File: src/hdl/iox_pkg.sv
// shared constants and types of the i/o expander port logic
package iox_pkg;
  // ==========================================================================
  // register indices; the byte address on apb is four times the index
  localparam logic [3:0] IDX_DIR       = 4'h0;
  localparam logic [3:0] IDX_POLARITY  = 4'h1;
  localparam logic [3:0] IDX_CHG_EN    = 4'h2;
  localparam logic [3:0] IDX_CMP_DEF   = 4'h3;
  localparam logic [3:0] IDX_CMP_MODE  = 4'h4;
  localparam logic [3:0] IDX_DEV_CFG   = 4'h5;
  localparam logic [3:0] IDX_PULLUP    = 4'h6;
  localparam logic [3:0] IDX_INT_FLAG  = 4'h7;
  localparam logic [3:0] IDX_INT_CAP   = 4'h8;
  localparam logic [3:0] IDX_PORT      = 4'h9;
  localparam logic [3:0] IDX_OUT_LATCH = 4'ha;
  localparam logic [3:0] IDX_LAST      = 4'ha;
  // block status registers, byte addresses
  localparam logic [7:0] OFS_EVT_STATUS = 8'h40;
  localparam logic [7:0] OFS_EVT_MASK   = 8'h44;
  localparam logic [7:0] OFS_ADDR_CODE  = 8'h48;
  // ==========================================================================
  // reset values
  localparam logic [7:0] RST_DIR = 8'hff;
  localparam logic [7:0] RST_REG = 8'h00;
  // device configuration bit positions
  localparam int CFG_INT_POL   = 1;
  localparam int CFG_INT_ODR   = 2;
  localparam int CFG_SEQ_OFF   = 5;
  // event status bit positions
  localparam int EVT_PIN_INT   = 0;
  localparam int EVT_LINK_WR   = 1;
  localparam int EVT_DISCARD   = 2;
  localparam int EVT_WIDTH     = 3;
  // fixed upper nibble of the serial opcode
  localparam logic [3:0] OPCODE_PREFIX = 4'h4;
  // ==========================================================================
  // serial frame phase
  typedef enum logic [1:0] {
    PH_OPCODE = 2'b00,
    PH_ADDR   = 2'b01,
    PH_DATA   = 2'b10,
    PH_IGNORE = 2'b11
  } iox_phase_type;
endpackage

File: src/hdl/iox_sampler.sv
// two-flop synchronisers for every pin input and edge finding on the link clock
module iox_sampler
  import iox_pkg::*;
(
  input  wire logic       clk_i,
  input  wire logic       reset_i,
  input  wire logic       sck_i,
  input  wire logic       cs_n_i,
  input  wire logic       si_i,
  input  wire logic       reset_pin_n_i,
  input  wire logic [2:0] addr_sel_i,
  input  wire logic [7:0] port_pin_i,
  output logic            sck_rise_o,
  output logic            sck_fall_o,
  output logic            cs_n_o,
  output logic            si_o,
  output logic            reset_pin_n_o,
  output logic [2:0]      addr_sel_o,
  output logic [7:0]      port_pin_o
);
  localparam int W = 15;

  typedef struct packed {
    logic [W-1:0] meta;
    logic [W-1:0] sync;
    logic         sck_last;
  } iox_smp_type;

  iox_smp_type s_reg;
  iox_smp_type s_next;

  // ==========================================================================
  // meta feeds only sync; the edge finder looks at sync and its delayed copy
  always_comb begin
    s_next          = s_reg;
    s_next.meta     = {port_pin_i, addr_sel_i, reset_pin_n_i, si_i, cs_n_i, sck_i};
    s_next.sync     = s_reg.meta;
    s_next.sck_last = s_reg.sync[0];
  end

  // cs and reset pin idle high so a reset does not fake a select or reset
  always_ff @(posedge clk_i) begin
    if (reset_i) begin
      s_reg <= '{meta: 15'h000a, sync: 15'h000a, sck_last: 1'b0};
    end else begin
      s_reg <= s_next;
    end
  end

  assign sck_rise_o    = s_reg.sync[0] & ~s_reg.sck_last;
  assign sck_fall_o    = ~s_reg.sync[0] & s_reg.sck_last;
  assign cs_n_o        = s_reg.sync[1];
  assign si_o          = s_reg.sync[2];
  assign reset_pin_n_o = s_reg.sync[3];
  assign addr_sel_o    = s_reg.sync[6:4];
  assign port_pin_o    = s_reg.sync[14:7];
endmodule

File: src/hdl/iox_port_logic.sv
// port logic of the 8-bit i/o expander: registers, pins, interrupt, serial link
module iox_port_logic
  import iox_pkg::*;
(
  input  wire logic        clk_i,
  input  wire logic        reset_i,
  input  wire logic        reset_pin_n_i,
  input  wire logic [2:0]  addr_sel_i,
  input  wire logic        sck_i,
  input  wire logic        cs_n_i,
  input  wire logic        si_i,
  output logic             so_o,
  input  wire logic [7:0]  port_pin_i,
  output logic [7:0]       port_pin_o,
  output logic [7:0]       port_pin_oe_n_o,
  output logic [7:0]       pullup_enable_o,
  output logic             int_o,
  output logic             int_oe_n_o,
  output logic             irq_o,
  input  wire logic        psel,
  input  wire logic        penable,
  input  wire logic        pwrite,
  input  wire logic [7:0]  paddr,
  input  wire logic [31:0] pwdata,
  output logic [31:0]      prdata,
  output logic             pready,
  output logic             pslverr
);
  typedef struct packed {
    logic [7:0]     pin_direction;
    logic [7:0]     input_polarity_invert;
    logic [7:0]     change_interrupt_enable;
    logic [7:0]     compare_default_value;
    logic [7:0]     compare_mode;
    logic [7:0]     device_configuration;
    logic [7:0]     pullup_enable;
    logic [7:0]     int_flag;
    logic [7:0]     interrupt_capture_value;
    logic [7:0]     out_latch;
    logic [7:0]     pin_prev;
    logic [2:0]     addr_code;
    logic           addr_locked;
    iox_phase_type  phase;
    logic [2:0]     bit_cnt;
    logic [7:0]     rx_shift;
    logic [7:0]     tx_shift;
    logic           rd_mode;
    logic [3:0]     pointer;
    logic           so;
    logic [EVT_WIDTH-1:0] evt_status;
    logic [EVT_WIDTH-1:0] evt_mask;
    logic           irq;
    logic           int_pin;
    logic           int_oe_n;
    logic [7:0]     pin_oe_n;
    logic           ready;
    logic           slverr;
    logic [31:0]    rdata;
  } iox_state_type;

  iox_state_type s_reg;
  iox_state_type s_next;

  logic       sck_rise;
  logic       sck_fall;
  logic       cs_n;
  logic       si;
  logic       rst_pin_n;
  logic [2:0] addr_sync;
  logic [7:0] pin_sync;

  // ==========================================================================
  // every pin passes two flops before the logic below looks at it
  iox_sampler u_sampler (
    .clk_i         (clk_i),
    .reset_i       (reset_i),
    .sck_i         (sck_i),
    .cs_n_i        (cs_n_i),
    .si_i          (si_i),
    .reset_pin_n_i (reset_pin_n_i),
    .addr_sel_i    (addr_sel_i),
    .port_pin_i    (port_pin_i),
    .sck_rise_o    (sck_rise),
    .sck_fall_o    (sck_fall),
    .cs_n_o        (cs_n),
    .si_o          (si),
    .reset_pin_n_o (rst_pin_n),
    .addr_sel_o    (addr_sync),
    .port_pin_o    (pin_sync)
  );

  // ==========================================================================
  // register read mux shared by apb and the serial link
  function automatic logic [7:0] reg_read(input iox_state_type st, input logic [3:0] idx, input logic [7:0] pins);
    logic [7:0] v;
    v = 8'h00;
    case (idx)
      IDX_DIR:       v = st.pin_direction;
      IDX_POLARITY:  v = st.input_polarity_invert;
      IDX_CHG_EN:    v = st.change_interrupt_enable;
      IDX_CMP_DEF:   v = st.compare_default_value;
      IDX_CMP_MODE:  v = st.compare_mode;
      IDX_DEV_CFG:   v = st.device_configuration;
      IDX_PULLUP:    v = st.pullup_enable;
      IDX_INT_FLAG:  v = st.int_flag;
      IDX_INT_CAP:   v = st.interrupt_capture_value;
      IDX_PORT:      v = pins ^ st.input_polarity_invert;
      IDX_OUT_LATCH: v = st.out_latch;
      default:       v = 8'h00;
    endcase
    return v;
  endfunction

  // writable registers; flag and capture are read only
  function automatic iox_state_type reg_write(input iox_state_type st, input logic [3:0] idx, input logic [7:0] d);
    iox_state_type r;
    r = st;
    case (idx)
      IDX_DIR:       r.pin_direction = d;
      IDX_POLARITY:  r.input_polarity_invert = d;
      IDX_CHG_EN:    r.change_interrupt_enable = d;
      IDX_CMP_DEF:   r.compare_default_value = d;
      IDX_CMP_MODE:  r.compare_mode = d;
      IDX_DEV_CFG:   r.device_configuration = d;
      IDX_PULLUP:    r.pullup_enable = d;
      IDX_PORT:      r.out_latch = d;
      IDX_OUT_LATCH: r.out_latch = d;
      default:       r = st;
    endcase
    return r;
  endfunction

  // pointer step; wraps after the last register, holds when stepping is off
  function automatic logic [3:0] next_ptr(input logic [3:0] p, input logic seq_off);
    logic [3:0] n;
    n = p;
    if (!seq_off) begin
      n = (p >= IDX_LAST) ? 4'h0 : p + 4'h1;
    end
    return n;
  endfunction

  logic                 apb_acc;
  logic                 apb_hit_reg;
  logic [3:0]           apb_idx;
  logic                 clr_pending;
  logic [7:0]           cause;
  logic [7:0]           byte_in;
  logic [7:0]           rd_byte;
  logic                 int_active;
  logic [EVT_WIDTH-1:0] evt_set;

  // ==========================================================================
  // next state of the whole block
  always_comb begin
    s_next      = s_reg;
    evt_set     = '0;
    clr_pending = 1'b0;
    byte_in     = {s_reg.rx_shift[6:0], si};
    rd_byte     = 8'h00;
    apb_idx     = paddr[5:2];
    apb_hit_reg = (paddr[1:0] == 2'b00) && (paddr[7:6] == 2'b00) && (apb_idx <= IDX_LAST);
    apb_acc     = psel & penable & s_reg.ready;

    // apb: one wait state, answer registered so every output is a flop
    s_next.ready  = psel & penable & ~s_reg.ready;
    s_next.slverr = 1'b0;
    s_next.rdata  = 32'h0000_0000;
    if (psel && penable && !s_reg.ready) begin
      if (apb_hit_reg) begin
        s_next.rdata = {24'h000000, reg_read(s_reg, apb_idx, pin_sync)};
      end else if (paddr == OFS_EVT_STATUS) begin
        s_next.rdata = {29'h0, s_reg.evt_status};
      end else if (paddr == OFS_EVT_MASK) begin
        s_next.rdata = {29'h0, s_reg.evt_mask};
      end else if (paddr == OFS_ADDR_CODE) begin
        s_next.rdata = {28'h0, s_reg.addr_locked, s_reg.addr_code};
      end else begin
        s_next.slverr = 1'b1;
      end
    end
    if (apb_acc && !pwrite && apb_hit_reg && (apb_idx == IDX_PORT || apb_idx == IDX_INT_CAP)) begin
      clr_pending = 1'b1;
    end
    if (apb_acc && pwrite) begin
      if (apb_hit_reg) begin
        s_next = reg_write(s_next, apb_idx, pwdata[7:0]);
      end else if (paddr == OFS_EVT_MASK) begin
        s_next.evt_mask = pwdata[EVT_WIDTH-1:0];
      end
    end

    // select code follows the pin until the first serial clock, then holds
    if (!s_reg.addr_locked) begin
      s_next.addr_code = addr_sync;
      s_next.addr_locked = sck_rise;
    end

    // serial link, mode 0/3: sample on sck rise, shift out on sck fall
    if (cs_n) begin
      if (s_reg.bit_cnt != 3'h0) begin
        evt_set[EVT_DISCARD] = 1'b1;
      end
      s_next.phase    = PH_OPCODE;
      s_next.bit_cnt  = 3'h0;
      s_next.tx_shift = 8'h00;
      s_next.so       = 1'b0;
    end else begin
      if (sck_fall) begin
        s_next.so       = s_reg.tx_shift[7];
        s_next.tx_shift = {s_reg.tx_shift[6:0], 1'b0};
      end
      if (sck_rise) begin
        s_next.rx_shift = byte_in;
        s_next.bit_cnt  = s_reg.bit_cnt + 3'h1;
        if (s_reg.bit_cnt == 3'h7) begin
          s_next.tx_shift = 8'h00;
          case (s_reg.phase)
            PH_OPCODE: begin
              // only the opcode with our latched code selects this device
              if (byte_in[7:4] == OPCODE_PREFIX && byte_in[3:1] == s_reg.addr_code) begin
                s_next.phase   = PH_ADDR;
                s_next.rd_mode = byte_in[0];
              end else begin
                s_next.phase = PH_IGNORE;
              end
            end
            PH_ADDR: begin
              s_next.phase   = PH_DATA;
              s_next.pointer = byte_in[3:0];
              if (s_reg.rd_mode) begin
                rd_byte = reg_read(s_reg, byte_in[3:0], pin_sync);
                s_next.tx_shift = rd_byte;
                clr_pending = clr_pending | (byte_in[3:0] == IDX_PORT) || (byte_in[3:0] == IDX_INT_CAP);
              end
            end
            PH_DATA: begin
              // a whole byte only: partial bytes never reach this point
              s_next.pointer = next_ptr(s_reg.pointer, s_reg.device_configuration[CFG_SEQ_OFF]);
              if (s_reg.rd_mode) begin
                rd_byte = reg_read(s_reg, s_next.pointer, pin_sync);
                s_next.tx_shift = rd_byte;
                clr_pending = clr_pending | (s_next.pointer == IDX_PORT) || (s_next.pointer == IDX_INT_CAP);
              end else begin
                s_next = reg_write(s_next, s_reg.pointer, byte_in);
                evt_set[EVT_LINK_WR] = 1'b1;
              end
            end
            default: s_next.phase = PH_IGNORE;
          endcase
        end
      end
    end

    // interrupt on change: enabled inputs only, mode chosen per pin
    cause = s_reg.change_interrupt_enable & s_reg.pin_direction &
            ((s_reg.compare_mode & (pin_sync ^ s_reg.compare_default_value)) |
             (~s_reg.compare_mode & (pin_sync ^ s_reg.pin_prev)));
    s_next.pin_prev = pin_sync;
    if (cause != 8'h00 && s_reg.int_flag == 8'h00) begin
      s_next.interrupt_capture_value = pin_sync;
      evt_set[EVT_PIN_INT] = 1'b1;
    end
    // a new cause in the clearing cycle wins over the clear
    s_next.int_flag = (clr_pending ? 8'h00 : s_reg.int_flag) | cause;

    // interrupt pin styles, decided from the next flag state
    int_active = (s_next.int_flag != 8'h00);
    if (s_reg.device_configuration[CFG_INT_ODR]) begin
      s_next.int_pin  = 1'b0;
      s_next.int_oe_n = ~int_active;
    end else begin
      s_next.int_pin  = s_reg.device_configuration[CFG_INT_POL] ? int_active : ~int_active;
      s_next.int_oe_n = 1'b0;
    end

    // pins drive low only where output and latch low, else released
    s_next.pin_oe_n = s_next.pin_direction | s_next.out_latch;

    // block events: sticky, write one to clear, set wins
    s_next.evt_status = s_reg.evt_status;
    if (apb_acc && pwrite && paddr == OFS_EVT_STATUS) begin
      s_next.evt_status = s_reg.evt_status & ~pwdata[EVT_WIDTH-1:0];
    end
    s_next.evt_status = s_next.evt_status | evt_set;
    s_next.irq = |(s_next.evt_status & s_next.evt_mask);
  end

  // ==========================================================================
  // state register; the reset pin joins reset_i after synchronising
  always_ff @(posedge clk_i) begin
    if (reset_i || !rst_pin_n) begin
      s_reg <= '0;
      s_reg.pin_direction <= RST_DIR;
      s_reg.pin_oe_n      <= 8'hff;
      s_reg.int_pin       <= 1'b1;     // idle level of the active-low default
      s_reg.int_oe_n      <= 1'b0;
      s_reg.phase         <= PH_OPCODE;
      s_reg.device_configuration <= RST_REG;
    end else begin
      s_reg <= s_next;
    end
  end

  assign so_o            = s_reg.so;
  assign port_pin_o      = 8'h00 & s_reg.out_latch;
  assign port_pin_oe_n_o = s_reg.pin_oe_n;
  assign pullup_enable_o = s_reg.pullup_enable;
  assign int_o           = s_reg.int_pin;
  assign int_oe_n_o      = s_reg.int_oe_n;
  assign irq_o           = s_reg.irq;
  assign prdata          = s_reg.rdata;
  assign pready          = s_reg.ready;
  assign pslverr         = s_reg.slverr;
endmodule

File: config.mk
export PLATFORM = sky130hd
export DESIGN_NAME = iox_port_logic
export DESIGN_NICKNAME = d
export VERILOG_FILES = /design/src/hdl/iox_pkg.sv /design/src/hdl/iox_sampler.sv /design/src/hdl/iox_port_logic.sv
export SDC_FILE = /design/constraint.sdc
export NUM_CORES = 1
export LEC_CHECK = 0
export BUFFER_PORTS_ARGS = -buffer_cell sky130_fd_sc_hd__clkbuf_2
export CORE_ASPECT_RATIO = 1.4
export CORE_MARGIN = 4
export CORE_UTILIZATION = 25
export CTS_CLUSTER_SIZE = 10
export DETAILED_ROUTE_END_ITERATION = 8
export PLACE_DENSITY_LB_ADDON = 0.08
export SYNTH_ARGS = -nofsm -noshare
export SYNTH_HDL_FRONTEND = slang
export SYNTH_HIERARCHICAL = 1
export SYNTH_SLANG_ARGS = --single-unit
File: constraint.sdc
create_clock -name clk_i -period 5.5 [get_ports clk_i]
set_input_delay 1.1 -clock clk_i [delete_from_list [all_inputs] [get_ports clk_i]]
set_output_delay 1.1 -clock clk_i [all_outputs]
set_load 0.01 [all_outputs]
==> summary.md <==
| Metric | Value |
|---|---|
| Status | completed |
| Layout area overhead | 9.747% |
| Setup crit start kind | flip-flop |
| DP Wirelength | 38090 um |
| Clock skew | 20.27 ps |
| Final Instance Count excl. Fillers | 1795 |
| First-pass GRT wire length | 72990 um |
| Final Net Count | 1300 |
| Setup CP Type | reg2reg |
| Tcrit/Tclk final | 67.74% |
| CP arrival | 4020 ps |
| Clk_lat worst skew | 470 ps |
| CP startpoint | s_reg[52]$_SDFFE_PP0P_ |
| Primary FF master, synth | dfxtp_1 |
| Place WS | 1739 ps |
| FILL cells | 4717 |
| Final Hold Viols | 0 |
| Tot Pwr | 2771 uW |
| Number of flip-flops in the largest register | 108 |
| Worst vdd ir | 0.0001986 V |
| Worst R2R Path Depth | 8 |
| Die Width | 184.3 um |
| CTS Hold Bufs | 0 |
| CTS Buffer Depth | 2 |
| Area of the mapped netlist | 10870 um^2 |
| Via-per-instance ratio | 5.431 |
| Post-synthesis sequential area ratio | 32.41% |
| Total negative slack | 0 ps |
| Wire per inst | 28.75 um |
| Initial drt markers | 779 |
| Fin util | 27.74% |
| Unrepaired setup endpoints after global routing | no |
| Final-report setup violation count | 0 |
| Remaining DRCs | 0 |
| PD cells | 232.2 nW/um^2 |
| RePlAce Congestion | 0.9526 |
| Die area | 46940 um^2 |
| CTS tree | done |
| Inst Count DP | 1762 |
| Share of cells above drive strength 1 | 15.62% |
| Sink Count | 176 |
| Maxcap violations | 0 |
| Total number of yosys warnings | 6 |
| Overflow after GRT | 0 |
| Post-CTS Setup Repair Bufs | 0 |
| GRT Total Usage | 21.80% |
| Reg2Reg Setup Slack | 1770 ps |
| Worst setup EP type | flip-flop |
| Crit path max-delay cell type | dfxtp_1 |
| Root Driver | clkbuf_16 |
| Pin count of the biggest net entering global routing | 104 |
| Synth cell count leaders | 176 x dfxtp_1, 125 x nor2_1, 110 x mux2i_1 |
| Worst r2r src | s_reg[52]$_SDFFE_PP0P_ |
| Crit path capture | s_reg[57]$_SDFF_PP0_ |
| Row count | 90 |
| Vias in the first global route | 9408 |
| Critical Path RT | 5800 ps |
| Tmin final | 3726 ps |
| CP Max Fanout | 17 |
| Via count | 9749 |
| Clock transition at path regs | 80 ps |
| FF-to-FF End | s_reg[57]$_SDFF_PP0_ |
| Fmax | 268.4 MHz |
| Initial antenna violation count | 2 |
| Library cells used by synthesis | 94 |
| Ys async rst share | 0% |
| Sequential Area | 3525 um^2 |
| Crit path largest cell delay | 720 ps |
| Port buffer count | 65 |
| Yosys top cell by area | dfxtp_1 |
| Die height | 254.8 um |
| Post-CTS resize count | 0 |
| Synth top area share | 32.41% |
| CP Cell Sequence | inv_1, ha_1, o31a_1, a221o_1, and4_4, a22o_1, nor4_1, o21ai_0 |
| Slew HR | 24.50% |
| Starting Density | 25.28% |
| LEAKAGE | 0.004241 uW |
| Final Slew Violations | 0 |
| Htree depth | 4 |
| Most common cell in the netlist | dfxtp_1 |
| Setup WS post-layout | 1774 ps |
| Num CTS Buffers | 17 |
| Flops & latches, synth | 176 |
| Main area contributors after synthesis | dfxtp_1 32%, mux2i_1 10%, buf_4 5.1% |
| Syn_area_per_cell | 8.719 um^2 |
| Least-Margin Pin Slew | 1128 ps |
| Final ANT Viol Nets | 0 |
| Ports | 122 |
| EDFF count, synth | 0 |
| Worst Hold Class | reg2reg |
| Drt total wl | 51610 um |
| CORE AREA | 43020 um^2 |
| Mapped Cells | 1247 |
| Footprint of the multi-input gates | 6472 um^2 |
| DRT Pass-1 Iters | 8 |
## placed cells by master (no fill, tap or decap), drive strengths merged, types with 6 or more instances in the layout
cell type / n
or3: 14
nand4: 20
a2111oi: 6
o221ai: 6
conb: 32
nor3b: 9
mux2i: 110
a21oi: 55
clkbuf: 82
mux2: 21
dfxtp: 176
nor3: 20
nor2b: 51
o21ai: 24
o22ai: 6
o32ai: 6
and4: 6
a22o: 17
nor2: 127
a31oi: 9
nand3: 28
and2: 14
xor2: 11
ha: 11
nand2: 58
or2: 6
xnor2: 13
a211oi: 67
a22oi: 28
a32oi: 15
nor4: 15
nand2b: 24
buf: 27
inv: 33
## layer usage
metal / share of wire [%] / GRT usage [%] / wire length, um
met5: 0 / 0 / 0
met4: 6.1 / 11.63 / 3141
met3: 4.9 / 2.982 / 2545
met2: 48 / 36.97 / 25020
met1: 40 / 26.75 / 20900
## cell families after synthesis
family	count (synthesis)	synth area share, %
muxes	135	13.13
buffers and inverters	184	9.206
and+or+nand+nor	414	20.87
other	1	0.03449
xor gates and xnor gates	24	1.933
adders and majority gates	11	1.266
AOI/OAI and AO/OA	302	21.15
DFF	176	32.41
## critical path, delay by kind of cell, from the launching register on
kind,cells,cell delay (ps)
flops,1,720
buf+inv,1,150
fa+ha+maj,1,340
compound gates,4,1310
simple gates,2,1030
## metrics by stage
step / hold WS, ps / cell area (um^2)
after floorplan: 383.2 / 10990
after global placement: 387.4 / 11320
after detailed placement: 394.0 / 11320
after CTS: 412.4 / 11930
after global routing: 427.9 / 11930
final: 407.3 / 11930
## power by group
group | internal, uW | switching (uW)
Clock | 658 | 655
Combinational | 45.3 | 115
Sequential | 1290 | 11.0
## worst min-delay path by stage
stage	from	endpoint	cells after the start
2_1_floorplan	u_sampler/s_next[2]$_SDFF_PP1_	u_sampler/cs_n_o$_SDFF_PP1_	1
3_3_place_gp	u_sampler/s_next[2]$_SDFF_PP1_	u_sampler/cs_n_o$_SDFF_PP1_	1
3_5_place_dp	u_sampler/s_next[4]$_SDFF_PP1_	u_sampler/reset_pin_n_o$_SDFF_PP1_	1
4_1_cts	u_sampler/s_next[4]$_SDFF_PP1_	u_sampler/reset_pin_n_o$_SDFF_PP1_	1
5_1_grt	u_sampler/s_next[2]$_SDFF_PP1_	u_sampler/cs_n_o$_SDFF_PP1_	1
6_report	u_sampler/s_next[2]$_SDFF_PP1_	u_sampler/cs_n_o$_SDFF_PP1_	1
## area by class of cell
cell class              instances  share of cell area (%)
well taps                     552                   5.788
repair buffers                 92                   4.530
inverters                      24                  0.7550
clock inverters                15                   1.562
diodes                          1                 0.02097
flip-flops and latches        176                   29.54
clock buffers                  17                   3.565
multi-input cells             918                   54.24
No activity file was read; power rests on OpenSTA's default activity.
